===== src/verilog/spim_regs.vh =====
`ifndef SPIM_REGS_VH
`define SPIM_REGS_VH
`define SPIM_ADDR_MODE 4'h0
`define SPIM_ADDR_DATA 4'h4
`define SPIM_ADDR_CTRL 4'h8
`define SPIM_MODE_RST 8'he0
`define SPIM_CTRL_RST 8'h00
`define SPIM_MODE_DIV4 3'b000
`define SPIM_MODE_DIV16 3'b001
`define SPIM_MODE_DIV64 3'b010
`define SPIM_MODE_SUB 3'b011
`define SPIM_MODE_TMR 3'b100
`define SPIM_MODE_SLAVE 3'b101
`define SPIM_BIT_EN 1
`define SPIM_BIT_ICF 0
`define SPIM_BIT_POL 5
`define SPIM_BIT_EDGE 4
`define SPIM_BIT_MLS 3
`define SPIM_BIT_SELECT_PIN_ENABLE 2
`define SPIM_BIT_WRITE_COLLISION_FLAG 1
`define SPIM_BIT_TRF 0
`define SPIM_HALF_DIV4 6'd1
`define SPIM_HALF_DIV16 6'd7
`define SPIM_HALF_DIV64 6'd31
`define SPIM_LAST_EDGE 4'hf
`define SPIM_RESP_OKAY 2'b00
`define SPIM_RESP_SLVERR 2'b10
`endif


===== src/verilog/spim_port.v =====
`timescale 1ns/1ps
`include "spim_regs.vh"
module spim_port (
   input wire aclk,
   input wire aresetn,
   input wire [3:0] s_axi_awaddr,
   input wire s_axi_awvalid,
   output wire s_axi_awready,
   input wire [31:0] s_axi_wdata,
   input wire [3:0] s_axi_wstrb,
   input wire s_axi_wvalid,
   output wire s_axi_wready,
   output reg [1:0] s_axi_bresp,
   output reg s_axi_bvalid,
   input wire s_axi_bready,
   input wire [3:0] s_axi_araddr,
   input wire s_axi_arvalid,
   output wire s_axi_arready,
   output reg [31:0] s_axi_rdata,
   output reg [1:0] s_axi_rresp,
   output reg s_axi_rvalid,
   input wire s_axi_rready,
   input wire sub_clock_freq,
   input wire timer_match,
   input wire sck_i,
   output wire sck_o,
   output wire sck_oe,
   input wire sdi_i,
   output wire sdo_o,
   output wire sdo_oe,
   input wire slave_select_n_i,
   output wire slave_select_n_o,
   output wire slave_select_n_oe,
   output wire spi_event
);
   localparam ST_IDLE = 3'b001;
   localparam ST_RUN = 3'b010;
   localparam ST_END = 3'b100;

   reg [7:0] mode_q;
   reg [7:0] ctrl_q;
   reg [7:0] buf_q;
   reg [2:0] st_q;
   reg [3:0] cnt_q;
   reg [5:0] div_q;
   reg sck_q;
   reg sdo_q;
   reg aw_q;
   reg w_q;
   reg [3:0] awa_q;
   reg [31:0] wd_q;
   reg [3:0] ws_q;
   reg sck_m_q;
   reg sck_s_q;
   reg sck_p_q;
   reg sdi_m_q;
   reg sdi_s_q;
   reg ss_m_q;
   reg ss_s_q;
   reg ss_p_q;
   reg sub_m_q;
   reg sub_s_q;
   reg sub_p_q;
   reg tm_m_q;
   reg tm_s_q;
   reg tm_p_q;
   reg tm_t_q;
   reg evt_q;
   reg cap_q;

   function first_bit;
      input [7:0] b;
      input msb;
      begin
         first_bit = msb ? b[7] : b[0];
      end
   endfunction

   function addr_hit;
      input [3:0] a;
      begin
         addr_hit = a == `SPIM_ADDR_MODE || a == `SPIM_ADDR_DATA || a == `SPIM_ADDR_CTRL;
      end
   endfunction

   wire [2:0] mode_select = mode_q[7:5];
   wire interface_enable = mode_q[`SPIM_BIT_EN];
   wire clock_idle_polarity = ctrl_q[`SPIM_BIT_POL];
   wire capture_edge_select = ctrl_q[`SPIM_BIT_EDGE];
   wire shift_order = ctrl_q[`SPIM_BIT_MLS];
   wire select_pin_enable = ctrl_q[`SPIM_BIT_SELECT_PIN_ENABLE];
   wire is_slave = mode_select == `SPIM_MODE_SLAVE;
   wire is_master = mode_select <= `SPIM_MODE_TMR;
   wire active = interface_enable && (is_master || is_slave);
   wire busy = !st_q[0];
   // polarity 0: idle high capture on second edge back to idle for edge=0
   wire idle_lvl = ~clock_idle_polarity;
   // capture edge is rising when (pol==0,edge==0) or (pol==1,edge==1)
   wire cap_rise = ~(clock_idle_polarity ^ capture_edge_select);
   wire out_bit = first_bit(buf_q, shift_order);

   function [7:0] shift_in;
      input [7:0] b;
      input msb;
      input d;
      begin
         shift_in = msb ? {b[6:0], d} : {d, b[7:1]};
      end
   endfunction

   // bus handshake
   wire wr_go = aw_q && w_q && !s_axi_bvalid;
   assign s_axi_awready = !aw_q && !s_axi_bvalid;
   assign s_axi_wready = !w_q && !s_axi_bvalid;
   assign s_axi_arready = !s_axi_rvalid;
   wire rd_go = s_axi_arvalid && !s_axi_rvalid;
   wire wr_mode = wr_go && awa_q == `SPIM_ADDR_MODE && ws_q[0];
   wire wr_data = wr_go && awa_q == `SPIM_ADDR_DATA && ws_q[0];
   wire wr_ctrl = wr_go && awa_q == `SPIM_ADDR_CTRL && ws_q[0];
   wire wr_ok = wr_data && active && !busy;
   wire wr_col = wr_data && busy;

   // master tick: half period of serial clock
   wire sub_rise = sub_s_q && !sub_p_q;
   wire tm_tick = tm_s_q && !tm_p_q;
   reg [5:0] half_lim;
   always @* begin
      case (mode_select)
         `SPIM_MODE_DIV4: half_lim = `SPIM_HALF_DIV4;
         `SPIM_MODE_DIV16: half_lim = `SPIM_HALF_DIV16;
         `SPIM_MODE_DIV64: half_lim = `SPIM_HALF_DIV64;
         default: half_lim = 6'd0;
      endcase
   end
   reg m_tick;
   always @* begin
      case (mode_select)
         `SPIM_MODE_SUB: m_tick = sub_rise;
         `SPIM_MODE_TMR: m_tick = tm_tick && tm_t_q;
         default: m_tick = div_q == half_lim;
      endcase
   end

   // slave edges from synchronised pin
   wire s_rise = sck_s_q && !sck_p_q;
   wire s_fall = !sck_s_q && sck_p_q;
   wire ss_rise = ss_s_q && !ss_p_q;
   wire sel_ok = !select_pin_enable || !ss_s_q;
   wire abort = is_slave && select_pin_enable && ss_rise && cnt_q != 4'd0;
   // serial clock edge events and whether each one captures
   wire m_edge = is_master && m_tick;
   wire s_edge = is_slave && sel_ok && (s_rise || s_fall);
   wire edge_ev = m_edge || s_edge;
   wire m_cap = (~sck_q) == cap_rise;
   wire s_cap = s_rise == cap_rise;
   wire edge_cap = is_master ? m_cap : s_cap;

   // pin synchronisers
   always @(posedge aclk) begin
      sck_m_q <= sck_i;
      sck_s_q <= sck_m_q;
      sck_p_q <= sck_s_q;
   end

   always @(posedge aclk) begin
      sdi_m_q <= sdi_i;
      sdi_s_q <= sdi_m_q;
   end

   always @(posedge aclk) begin
      ss_m_q <= slave_select_n_i;
      ss_s_q <= ss_m_q;
      ss_p_q <= ss_s_q;
   end

   always @(posedge aclk) begin
      sub_m_q <= sub_clock_freq;
      sub_s_q <= sub_m_q;
      sub_p_q <= sub_s_q;
   end

   always @(posedge aclk) begin
      tm_m_q <= timer_match;
      tm_s_q <= tm_m_q;
      tm_p_q <= tm_s_q;
   end

   // write channel: address and data taken in either order
   always @(posedge aclk) begin
      if (!aresetn) begin
         aw_q <= 1'b0;
         w_q <= 1'b0;
         awa_q <= 4'h0;
         wd_q <= 32'h0;
         ws_q <= 4'h0;
         s_axi_bvalid <= 1'b0;
         s_axi_bresp <= `SPIM_RESP_OKAY;
      end else begin
         if (s_axi_awvalid && s_axi_awready) begin
            aw_q <= 1'b1;
            awa_q <= s_axi_awaddr;
         end
         if (s_axi_wvalid && s_axi_wready) begin
            w_q <= 1'b1;
            wd_q <= s_axi_wdata;
            ws_q <= s_axi_wstrb;
         end
         if (wr_go) begin
            aw_q <= 1'b0;
            w_q <= 1'b0;
            s_axi_bvalid <= 1'b1;
            s_axi_bresp <= addr_hit(awa_q) ? `SPIM_RESP_OKAY : `SPIM_RESP_SLVERR;
         end else if (s_axi_bvalid && s_axi_bready) begin
            s_axi_bvalid <= 1'b0;
         end
      end
   end

   // read channel: answer one cycle after the address
   always @(posedge aclk) begin
      if (!aresetn) begin
         s_axi_rvalid <= 1'b0;
         s_axi_rresp <= `SPIM_RESP_OKAY;
         s_axi_rdata <= 32'h0;
      end else begin
         if (rd_go) begin
            s_axi_rvalid <= 1'b1;
            s_axi_rresp <= addr_hit(s_axi_araddr) ? `SPIM_RESP_OKAY : `SPIM_RESP_SLVERR;
            case (s_axi_araddr)
               `SPIM_ADDR_MODE: s_axi_rdata <= {24'h0, mode_q};
               `SPIM_ADDR_DATA: s_axi_rdata <= {24'h0, buf_q};
               `SPIM_ADDR_CTRL: s_axi_rdata <= {24'h0, ctrl_q};
               default: s_axi_rdata <= 32'h0;
            endcase
         end else if (s_axi_rvalid && s_axi_rready) begin
            s_axi_rvalid <= 1'b0;
         end
      end
   end

   always @(posedge aclk) begin
      if (!aresetn) begin
         mode_q <= `SPIM_MODE_RST;
         ctrl_q <= `SPIM_CTRL_RST;
         buf_q <= 8'h00;
         st_q <= ST_IDLE;
         cnt_q <= 4'h0;
         div_q <= 6'h00;
         sck_q <= 1'b1;
         sdo_q <= 1'b0;
         tm_t_q <= 1'b0;
         evt_q <= 1'b0;
         cap_q <= 1'b0;
      end else begin
         evt_q <= 1'b0;

         // control registers keep contents across enable changes mode bit 4 reads zero
         if (wr_mode) begin
            mode_q <= {wd_q[7:5], 1'b0, wd_q[3:2], wd_q[`SPIM_BIT_EN],
               wd_q[`SPIM_BIT_ICF] & mode_q[`SPIM_BIT_ICF]};
         end
         if (wr_ctrl) begin
            ctrl_q <= {wd_q[7:2], wd_q[`SPIM_BIT_WRITE_COLLISION_FLAG] & ctrl_q[`SPIM_BIT_WRITE_COLLISION_FLAG],
               wd_q[`SPIM_BIT_TRF] & ctrl_q[`SPIM_BIT_TRF]};
         end
         if (wr_col) begin
            ctrl_q[`SPIM_BIT_WRITE_COLLISION_FLAG] <= 1'b1;
         end

         if (m_tick || div_q == half_lim) begin
            div_q <= 6'h00;
         end else begin
            div_q <= div_q + 6'd1;
         end
         if (tm_tick) begin
            tm_t_q <= ~tm_t_q;
         end

         if (!active) begin
            st_q <= ST_IDLE;
            cnt_q <= 4'h0;
            cap_q <= 1'b0;
            sck_q <= idle_lvl;
         end else if (abort) begin
            st_q <= ST_IDLE;
            cnt_q <= 4'h0;
            cap_q <= 1'b0;
            mode_q[`SPIM_BIT_ICF] <= 1'b1;
            evt_q <= 1'b1;
         end else begin
            // capture lands a cycle late so the synchronised data pin has settled
            cap_q <= 1'b0;
            if (cap_q) begin
               buf_q <= shift_in(buf_q, shift_order, sdi_s_q);
            end
            case (st_q)
               ST_IDLE: begin
                  sck_q <= idle_lvl;
                  if (wr_ok) begin
                     buf_q <= wd_q[7:0];
                     sdo_q <= first_bit(wd_q[7:0], shift_order);
                     st_q <= ST_RUN;
                     cnt_q <= 4'h0;
                  end
               end
               ST_RUN: begin
                  if (edge_ev) begin
                     cnt_q <= cnt_q + 4'd1;
                     if (is_master) begin
                        sck_q <= ~sck_q;
                     end
                     if (edge_cap) begin
                        cap_q <= 1'b1;
                     end else if (cnt_q != 4'd0) begin
                        sdo_q <= out_bit;
                     end
                     if (cnt_q == `SPIM_LAST_EDGE) begin
                        st_q <= ST_END;
                     end
                  end
               end
               ST_END: begin
                  if (!cap_q) begin
                     st_q <= ST_IDLE;
                     cnt_q <= 4'h0;
                     ctrl_q[`SPIM_BIT_TRF] <= 1'b1;
                     evt_q <= 1'b1;
                  end
               end
               default: st_q <= ST_IDLE;
            endcase
         end
         if (wr_data && !active) begin
            buf_q <= wd_q[7:0];
            sdo_q <= first_bit(wd_q[7:0], shift_order);
         end
      end
   end

   assign sck_o = sck_q;
   assign sck_oe = active && is_master;
   assign sdo_o = sdo_q;
   assign sdo_oe = active && (is_master || sel_ok);
   assign slave_select_n_o = !busy ? 1'b1 : 1'b0;
   assign slave_select_n_oe = active && is_master && select_pin_enable;
   assign spi_event = evt_q;
endmodule // spim_port


===== config.mk =====
export PLATFORM = sky130hd
export DESIGN_NAME = spim_port
export DESIGN_NICKNAME = d
export VERILOG_FILES = /design/src/verilog/spim_port.v
export VERILOG_INCLUDE_DIRS = /design/src /design/src/verilog
export SDC_FILE = /design/constraint.sdc
export NUM_CORES = 1
export LEC_CHECK = 0
export BUFFER_PORTS_ARGS = -buffer_cell sky130_fd_sc_hd__buf_4
export CORE_MARGIN = 5
export CORE_UTILIZATION = 53
export DETAILED_ROUTE_END_ITERATION = 16
export GPL_TIMING_DRIVEN = 0
export PLACE_DENSITY = 0.8
export SETUP_SLACK_MARGIN = 0.5
export SYNTH_ARGS = -nofsm -noshare
export SYNTH_HDL_FRONTEND = slang
export SYNTH_SLANG_ARGS = --single-unit

===== constraint.sdc =====
create_clock -name aclk -period 2.2 [get_ports aclk]
set_input_delay 0.44 -clock aclk [delete_from_list [all_inputs] [get_ports aclk]]
set_output_delay 0.44 -clock aclk [all_outputs]
set_load 0.1 [all_outputs]

==> impl_metrics.tcl, run 1 <==
set metrics [dict create \
    cts_tree "yes" \
    power_leakage_nw 2.28 \
    rsz0062_at_grt "true" \
    worst_clock_skew_ns 0.00954 \
    synth.avg_cell_area_sq_um 8.85 \
    netlist_instances 460 \
    ys_seq_elements 82 \
    cts.clk_slew.worst_paths_ns 0.09 \
    synthAdderAreaFrac_pct 1.23 \
    clkLatencyLatePin_ns 0.37 \
    die_h_microns 97.6 \
    drtPass1Iterations 6 \
    maxCapViolations 0 \
    routed_wl_microns 11000 \
    place_inst 635 \
    crit_required_ns 1.76 \
    yosys.area.top_type "dfxtp_1" \
    post_drt_wl_per_cell_microns 16.1 \
    whs_endpoint "sdi_m_q$_DFF_P_" \
    rows 32 \
    clock-sinks 82 \
    synth-xor-area-share_pct 2.15 \
    die_width_microns 97.6 \
    synthToLayoutAreaGrowth_pct 41.8 \
    end_kind "primary output" \
    synth_top_area_share_pct 40.3 \
    peakVddDrop_mv 0.666 \
    regToRegSetupSlack_ns 0.28 \
    synth_cell_type_count 63 \
    synth-simple-area-share_pct 22.8 \
    hold_depth 1 \
    drc 0 \
    regArea_sq_um 1680 \
    crit_type "reg -> out" \
    intPower_mw 2.19 \
    ios 104 \
    multi_input_area_sq_um 2630 \
    p_clk_share_pct 35.0 \
    track_usage_pct 20.9 \
    min_from "sdi_i" \
    via_per_inst 5.41 \
    start_util_pct 53.5 \
    run_status "finished, final reports clean" \
    dp_hpwl_microns 6980 \
    antenna_found_initial 0 \
    ys_seq_area_share_pct 40.3 \
    h-tree-depth 3 \
    final_cells 685 \
    setup_viol 0 \
    pwr-share-comb_pct 16.7 \
    hold_viol_final 0 \
    crit_fanout 6 \
    drive_above_1_share_pct 39.8 \
    fin_nets 638 \
    synth_mux_area_share_pct 6.88 \
    grt_pass1_wl_microns 16400 \
    fill_cells 515 \
    synth_compound_area_share_pct 18.3 \
    power.switching_mw 1.02 \
    finalCritPeriodShare_pct 88.3 \
    pwr_density_cell_nw_per_um2 558 \
    overflow 0 \
    cts-buffers-inserted 9 \
    clk_path_buf_depth 2 \
    synth_top_family_by_area "simple AND/OR/NAND/NOR gates" \
    fmax_ghz 0.515 \
    r2r-end "sdo_o$_SDFFE_PN0P_" \
    crit_arrival_ns 1.50 \
    postCtsHoldBufs 0 \
    hold_class "in -> reg" \
    grt_pass1_vias 3484 \
    dieArea_sq_um 9530 \
    fin_crit_ns 1.94 \
    grt_max_degree 16 \
    synth_area_sq_um 4070 \
    drt_iter0_drc 235 \
    final_max_slew_viol_count 0 \
    swShare_pct 31.8 \
    ys.flop_type "dfxtp_1" \
    vias 3704 \
    setup_tns_ns 0 \
    power_frac_seq_pct 48.3 \
    gp_congestion 0.886 \
    synth_async_sr_flop_share_pct 0 \
    cp-startpoint "mode_q[1]$_SDFFE_PN0P_" \
    reg2reg_depth 7 \
    postRouteAntennaNets 0 \
    clockRootBuffer "clkbuf_8" \
    slew_headroom_pct 50.6 \
    core_area_sq_um 7610 \
    place.port_buffers 48 \
    synth-edff-count 0 \
    synth_warnings 0 \
    synth_area_leaders "dfxtp_1 40%, nand2_1 6.2%, buf_4 5.0%" \
    antenna-diode-count 0 \
    tightest_slew_ns 0.741 \
    start_kind "flop" \
    r2r-start "mode_q[6]$_SDFFE_PN1P_" \
]
## sequential cells by signal, summed over array words and instances, names as in the netlist, 3 cells and up
register and flops:
awa_q 4, s_axi_rdata 8, mode_q 7, st_q 3
wd_q 8, ctrl_q 8, div_q 6, cnt_q 4
buf_q 8
## through the flow
stage	cell area [sq um]	total power [mW]	setup slack, ns	util (%)	hold slack, ns
after floorplan	4430	2.02	0.342	-	0.310
after global placement	4910	2.11	0.255	64.6	0.310
after detailed placement	4910	2.11	0.193	64.6	0.313
after CTS	5370	3.21	0.286	70.6	0.165
after global routing	5770	3.33	0.194	75.9	0.146
final	5770	3.22	0.258	75.9	0.162
## how the worst max path moves through the flow
stage / to
6_report: sdo_oe
3_5_place_dp: cnt_q[3]$_SDFFE_PP0P_
3_3_place_gp: cnt_q[3]$_SDFFE_PP0P_
5_1_grt: sdo_oe
2_1_floorplan: sdo_o$_SDFFE_PN0P_
4_1_cts: sdo_oe
## repair_timing
action / in CTS / in global routing
setup buffers: 16 / 14
cloned: 1 / 3
pin swaps: 14 / 26
resized for setup: 29 / 53
setup endpoints to repair: 33 / 30
## worst max-delay path, cell delays in order, from the launching register on
cell and delay [ns]:
dfxtp_1 0.48, a21bo_4 0.29, a31oi_4 0.17, buf_12 0.19
## layer usage
metal / part of all wire (%) / vias to the layer above / global-route usage (%)
li1: - / 1790 / -
met2: 50 / 146 / 35.1
met3: 6.6 / 19 / 7.04
met5: 0 / - / 0
met1: 42 / 1749 / 25.2
met4: 1.6 / 0 / 6.71
## Yosys cell counts (7+ instances only)
cell / instances
a21boi_0: 17
a21oi_1: 8
a22oi_1: 15
and2_1: 7
buf_4: 27
clkbuf_1: 15
dfxtp_1: 82
inv_1: 11
mux2_2: 8
mux2i_1: 19
nand2_1: 67
nand3_1: 17
nor2_1: 22
nor2b_1: 29
o211ai_1: 7
o21ai_0: 24
## cell type report
| cell class | instances | area share, % |
|---|---|---|
| repair buffers | 82 | 12.6 |
| clock buffers | 9 | 2.15 |
| inverters | 11 | 0.824 |
| multi-input cells | 344 | 45.6 |
| flip-flops and latches | 82 | 29.1 |
| clock inverters | 7 | 1.32 |
| plain buffers | 48 | 6.13 |
| well taps | 102 | 2.21 |
## power by group through the flow
stage | Sequential, mW | Combinational, mW | Clock (mW)
5_1_grt | 1.56 | 0.564 | 1.21
2_1_floorplan | 1.62 | 0.396 | 0
3_3_place_gp | 1.59 | 0.514 | 0
6_report | 1.56 | 0.536 | 1.13
4_1_cts | 1.56 | 0.524 | 1.13
3_5_place_dp | 1.60 | 0.519 | 0
## cell usage in the layout, fill, tap and decap left out, drive strengths merged, types with 5 or more instances in the layout
| master | n |
|---|---|
| a21boi | 19 |
| a21oi | 10 |
| a22oi | 15 |
| and2 | 7 |
| buf | 111 |
| clkbuf | 28 |
| conb | 26 |
| dfxtp | 82 |
| inv | 12 |
| mux2 | 8 |
| mux2i | 19 |
| nand2 | 67 |
| nand3 | 17 |
| nor2 | 23 |
| nor2b | 29 |
| o211ai | 7 |
| o21ai | 31 |
| o31ai | 5 |
| xnor2 | 6 |
## logic make-up (layout without fill, tap and decap cells)
kind of cell | after synthesis | after routing
flops | 82 | 82
mux | 27 | 27
other cells | 1 | 26
buf+inv | 59 | 157
compound gates | 103 | 103
xor+xnor | 10 | 10
fa+ha+maj | 4 | 4
simple gates | 174 | 174
No activity file was read; power rests on OpenSTA's default activity.
==> run 2: changes to the inputs <==
--- a/config.mk
+++ b/config.mk
@@ -6,12 +6,12 @@
 export SDC_FILE = /design/constraint.sdc
 export NUM_CORES = 1
 export LEC_CHECK = 0
-export BUFFER_PORTS_ARGS = -buffer_cell sky130_fd_sc_hd__buf_4
 export CORE_MARGIN = 5
-export CORE_UTILIZATION = 53
+export CORE_UTILIZATION = 55
 export DETAILED_ROUTE_END_ITERATION = 16
+export DONT_BUFFER_PORTS = 1
 export GPL_TIMING_DRIVEN = 0
-export PLACE_DENSITY = 0.8
+export PLACE_DENSITY = 0.7
 export SETUP_SLACK_MARGIN = 0.5
 export SYNTH_ARGS = -nofsm -noshare
 export SYNTH_HDL_FRONTEND = slang
==> run 2 against run 1 <==
Design area shrank 5.6%. Sequential share of layout area up 1.8 points. First-iteration DRC count down 43%. Maximum frequency is 8.2% lower. Largest power group unchanged.
==> impl_metrics.tcl, run 2 (synthesized netlist as in run 1, its figures left out) <==
set metrics [dict create \
    run_status "finished, final reports clean" \
    fin_crit_ns 2.12 \
    dieArea_sq_um 9220 \
    drt_iter0_drc 135 \
    crit_arrival_ns 1.68 \
    h-tree-depth 3 \
    die_h_microns 96.0 \
    slew_headroom_pct 47.8 \
    layout_commonest_cell "buf_4" \
    grt_pass1_wl_microns 16100 \
    fmax_ghz 0.472 \
    postRouteAntennaNets 0 \
    final_max_slew_viol_count 0 \
    postCtsHoldBufs 0 \
    crit_required_ns 1.76 \
    pwr_density_cell_nw_per_um2 567 \
    setup_tns_ns 0 \
    antenna-diode-count 0 \
    clk_path_buf_depth 2 \
    setup_viol 0 \
    hold_viol_final 0 \
    clkLatencyLatePin_ns 0.37 \
    finalCritPeriodShare_pct 96.2 \
    rows 31 \
    end_kind "primary output" \
    peakVddDrop_mv 0.555 \
    tightest_slew_ns 0.784 \
    ios 104 \
    grt_max_degree 14 \
    track_usage_pct 22.4 \
    start_kind "flop" \
    timing.hold.ws_ns 0.0901 \
    fill_cells 535 \
    maxCapViolations 0 \
    cts_tree "yes" \
    die_width_microns 96.0 \
    drtPass1Iterations 4 \
    synthToLayoutAreaGrowth_pct 33.8 \
    core_area_sq_um 7210 \
    start_util_pct 56.4 \
    vias 3517 \
    routed_wl_microns 10400 \
    layout_common_cells "60 x buf_4, 59 x dfxtp_1, 58 x nand2_1" \
    worst_clock_skew_ns 0.00974 \
    post_drt_wl_per_cell_microns 16.2 \
    clock-sinks 82 \
    hold_class "in -> reg" \
    dp_slack_ns 0.156 \
    cts-buffers-inserted 9 \
    crit_type "reg -> out" \
    crit_fanout 6 \
    layout_setup_ws_ns 0.0836 \
    via_per_inst 5.46 \
    rsz0062_at_grt "true" \
    dp_hpwl_microns 6870 \
    antenna_found_initial 0 \
    drc 0 \
    cts.clk_slew.worst_paths_ns 0.09 \
    gp_congestion 0.873 \
    clockRootBuffer "clkbuf_8" \
    overflow 0 \
    grt_pass1_vias 3376 \
    fin_nets 600 \
    place.port_buffers 0 \
    drive_above_1_share_pct 40.4 \
    power_leakage_nw 2.08 \
]
## run 2: changes by cell type in the layout (fill, tap and decap cells not counted), sizes merged
cell	delta
buf	-33
clkinv	-3
clkbuf	-2
bufinv	-1
clkinvlp	+1
## run 2: worst max-delay path, cell delays in order (launching register included)
cell and delay (ns):
dfxtp_4 0.36, buf_8 0.13, a21bo_4 0.21, a31oi_4 0.61
## run 2: area by class of cell
class                      count  area (sq um)  share of cell area [%]
multi-input combinational    344          2670                    49.0
tap                           99           124                    2.27
buffer                        48           378                    6.94
clock inverter                 4          25.0                   0.459
inverter                      11          47.5                   0.873
sequential                    82          1680                    30.9
clock buffer                  12           145                    2.66
timing repair buffer          44           374                    6.87
## run 2: per-stage QoR
stage          util, %  cell area (sq um)  std cells  power [mW]
6_report          75.5               5450        644        3.09
3_3_place_gp      63.1               4550        584        2.06
4_1_cts           70.8               5110        627        3.07
2_1_floorplan        -               4430        485        2.02
5_1_grt           75.5               5450        644        3.20
3_5_place_dp      63.1               4550        584        2.06
## run 2: repair_timing
action	CTS	global route
gates cloned	3	0
pin swaps	31	38
setup endpoints to repair	80	67
buffers inserted	24	17
gates resized for setup	69	62
## run 2: path summary, 6_finish.rpt
check                           depth (start not counted)  slack (ns)                    from                 end
worst max register to register                         10        0.15  mode_q[6]$_SDFFE_PN1P_  sdo_o$_SDFFE_PN0P_
worst max-delay path                                    3        0.08  mode_q[6]$_SDFFE_PN1P_              sdo_oe
worst min register to register                          0        0.33          ss_m_q$_DFF_P_      ss_s_q$_DFF_P_
worst min-delay path                                    0        0.09                   sdi_i     sdi_m_q$_DFF_P_
## run 2: per-layer routing
metal  vias up  routed length (microns)  share of wire, %  GRT usage, %
met5         -                        0                 0             0
met4         0                      146               1.4          7.23
met3        14                      814               7.8          4.85
met2       114                     5070                49          35.8
met1      1679                     4380                42          30.0
li1       1710                        -                 -             -
## run 2: where the power goes
group | switching, mW | internal (mW)
sequential | 0.0799 | 1.52
combinational | 0.350 | 0.132
clock | 0.566 | 0.442
==> run 3: changes to the inputs <==
--- a/config.mk
+++ b/config.mk
@@ -6,6 +6,7 @@
 export SDC_FILE = /design/constraint.sdc
 export NUM_CORES = 1
 export LEC_CHECK = 0
+export ABC_AREA = 1
 export CORE_MARGIN = 5
 export CORE_UTILIZATION = 55
 export DETAILED_ROUTE_END_ITERATION = 16
@@ -16,3 +17,4 @@
 export SYNTH_ARGS = -nofsm -noshare
 export SYNTH_HDL_FRONTEND = slang
 export SYNTH_SLANG_ARGS = --single-unit
+export TNS_END_PERCENT = 1
==> run 3 against run 2 <==
The run now ends with negative setup slack left. Combinational power decreased by 3%. Synthesized cell count increased by 14%. Sequential power about the same. Highest routed layer unchanged. Flip-flop and latch count unchanged. Non-clock buffer count decreased by 49. Die area decreased by 3.3%. Synthesized area decreased by 3.7%.
==> impl_metrics.tcl, run 3 <==
set metrics [dict create \
    run_status "finished with violations" \
    violations "negative setup slack" \
    postRouteAntennaNets 0 \
    grt_max_degree 15 \
    hold_class "in -> reg" \
    synth_warnings 0 \
    synth_cell_type_count 42 \
    crit_required_ns 1.76 \
    layout_setup_ws_ns -0.0342 \
    routed_wl_microns 9330 \
    yosys.area.top_type "dfxtp_1" \
    min_from "sdi_i" \
    placed_area_sq_um 4190 \
    fin_nets 628 \
    die_h_microns 94.5 \
    hold_depth 0 \
    ios 104 \
    clockRootBuffer "clkbuf_8" \
    layout_commonest_cell "nand2_1" \
    yosys-top-cells-count "91 x nand2_1, 82 x dfxtp_1, 58 x nor2_1" \
    antenna_found_initial 0 \
    finalCritPeriodShare_pct 102 \
    timing.hold.ws_ns 0.108 \
    drive_above_1_share_pct 29.1 \
    track_usage_pct 20.8 \
    power_leakage_nw 2.03 \
    antenna-diode-count 0 \
    hold_viol_final 0 \
    dieArea_sq_um 8920 \
    yosysMostFrequentCell "nand2_1" \
    synth.avg_cell_area_sq_um 7.46 \
    netlist_instances 526 \
    synth_area_leaders "dfxtp_1 42%, nand2_1 8.7%, a21oi_1 6.1%" \
    end_kind "primary output" \
    regToRegSetupSlack_ns 0.29 \
    synth_top_area_share_pct 41.9 \
    peakVddDrop_mv 0.446 \
    final_max_slew_viol_count 0 \
    crit_type "reg -> out" \
    final_cell_area_sq_um 4800 \
    ys.flop_type "dfxtp_1" \
    clkLatencyLatePin_ns 0.35 \
    whs_endpoint "sdi_m_q$_DFF_P_" \
    grt_pass1_vias 3121 \
    grt_pass1_wl_microns 14600 \
    fmax_ghz 0.448 \
    fill_cells 570 \
    clk_path_buf_depth 2 \
    reg2reg_depth 5 \
    crit_fanout 4 \
    ys_seq_area_share_pct 41.9 \
    r2r-start "s_axi_rvalid$_SDFFE_PN0P_" \
    ys_seq_elements 82 \
    r2r-end "s_axi_rresp[1]$_SDFFE_PN0P_" \
    multi_input_area_sq_um 2180 \
    slew_headroom_pct 28.2 \
    worst_clock_skew_ns 0.0104 \
    overflow 0 \
    start_util_pct 57.1 \
    setup_viol 1 \
    gp_congestion 0.932 \
    maxCapViolations 0 \
    h-tree-depth 3 \
    cts.clk_slew.worst_paths_ns 0.08 \
    via_per_inst 5.25 \
    post_drt_wl_per_cell_microns 13.9 \
    drc 0 \
    tightest_slew_ns 1.08 \
    rows 30 \
    setup_tns_ns -0.0342 \
    pwr_density_cell_nw_per_um2 687 \
    synth-edff-count 0 \
    synthToLayoutAreaGrowth_pct 22.3 \
    die_width_microns 94.5 \
    cts-buffers-inserted 9 \
    drtPass1Iterations 5 \
    synth_async_sr_flop_share_pct 0 \
    start_kind "flop" \
    rsz0062_at_grt "true" \
    dp_hpwl_microns 6790 \
    synth_area_sq_um 3920 \
    drt_iter0_drc 206 \
    cts_tree "yes" \
    regArea_sq_um 1670 \
    core_area_sq_um 6870 \
    layout_common_cells "74 x nand2_1, 62 x dfxtp_1, 55 x nor2_1" \
    place.port_buffers 0 \
    fin_crit_ns 2.23 \
    vias 3511 \
    crit_arrival_ns 1.79 \
    clock-sinks 82 \
]
run 3: changes by cell type after synthesis, sizes merged, moves of 15 or more:
cell,before,now
a21boi,19,0
inv,11,62
o21ai,31,50
nand2,67,105
nor2b,29,0
a22oi,15,0
a21oi,10,49
mux2i,19,2
nor2,23,64
run 3: worst max-delay path by stage:
stage          cells after the start                     endpoint  slack [ns]                 startpoint
6_report                           4            slave_select_n_oe       -0.03     mode_q[7]$_SDFFE_PN1P_
5_1_grt                            4            slave_select_n_oe       -0.09     mode_q[7]$_SDFFE_PN1P_
4_1_cts                            4            slave_select_n_oe       -0.06     mode_q[7]$_SDFFE_PN1P_
3_5_place_dp                       5  s_axi_rresp[1]$_SDFFE_PN0P_        0.10  s_axi_rvalid$_SDFFE_PN0P_
3_3_place_gp                       8        buf_q[4]$_SDFFE_PN0P_        0.13       st_q[0]$_SDFFE_PP1P_
2_1_floorplan                      5  s_axi_rresp[1]$_SDFFE_PN0P_        0.27  s_axi_rvalid$_SDFFE_PN0P_
run 3: cell type report:
type / instances / area share, %
plain buffers: 37 / 5.84
clock buffers: 10 / 2.87
clock inverters: 6 / 1.85
inverters: 64 / 5.63
multi-input cells: 368 / 45.4
flip-flops and latches: 82 / 34.9
well taps: 96 / 2.50
repair buffers: 6 / 1.02
run 3: worst max-delay path, cell delays in order (launching register included):
cell	delay [ns]
dfxtp_2	0.32
buf_6	0.12
nand2_4	0.07
nand2_4	0.07
nor3b_4	0.88
run 3: logic make-up (layout without fill, tap and decap cells):
group / Yosys count / count (layout) / synth area share, %
compound gates: 117 / 117 / 16.6
xor+xnor: 5 / 5 / 1.12
fa+ha+maj: 4 / 4 / 1.28
buf+inv: 101 / 123 / 12.7
flops: 82 / 82 / 41.8
mux: 2 / 2 / 0.510
other cells: 1 / 26 / 0.0956
simple gates: 214 / 214 / 25.9
run 3: metal layers:
metal,vias to the layer above,GRT usage (%),part of all wire [%]
li1,1744,-,-
met5,-,0,0
met2,130,36.4,49
met3,28,4.86,5.3
met4,0,8.77,2.7
met1,1609,24.4,43
run 3: what timing repair did:
action,in CTS,in global routing
setup endpoints to repair,68,55
gates resized for setup,74,40
setup buffers,5,1
pin swaps,62,64
hold buffers,0,0
run 3: power by group:
| group | leakage (nW) | total, mW | internal (mW) | switching, mW |
|---|---|---|---|---|
| Clock | 0.109 | 1.22 | 0.672 | 0.548 |
| Combinational | 1.24 | 0.467 | 0.0977 | 0.369 |
| Sequential | 0.676 | 1.61 | 1.53 | 0.0774 |
run 3: through the flow:
step           instances  total power, mW  worst slack (ns)  utilization, %
2_1_floorplan        551             2.02             0.275               -
3_3_place_gp         647             2.06             0.129            60.9
3_5_place_dp         647             2.06             0.101            60.9
4_1_cts              668             3.30           -0.0610            67.6
5_1_grt              669             3.42           -0.0924            69.9
6_report             669             3.29           -0.0342            69.9
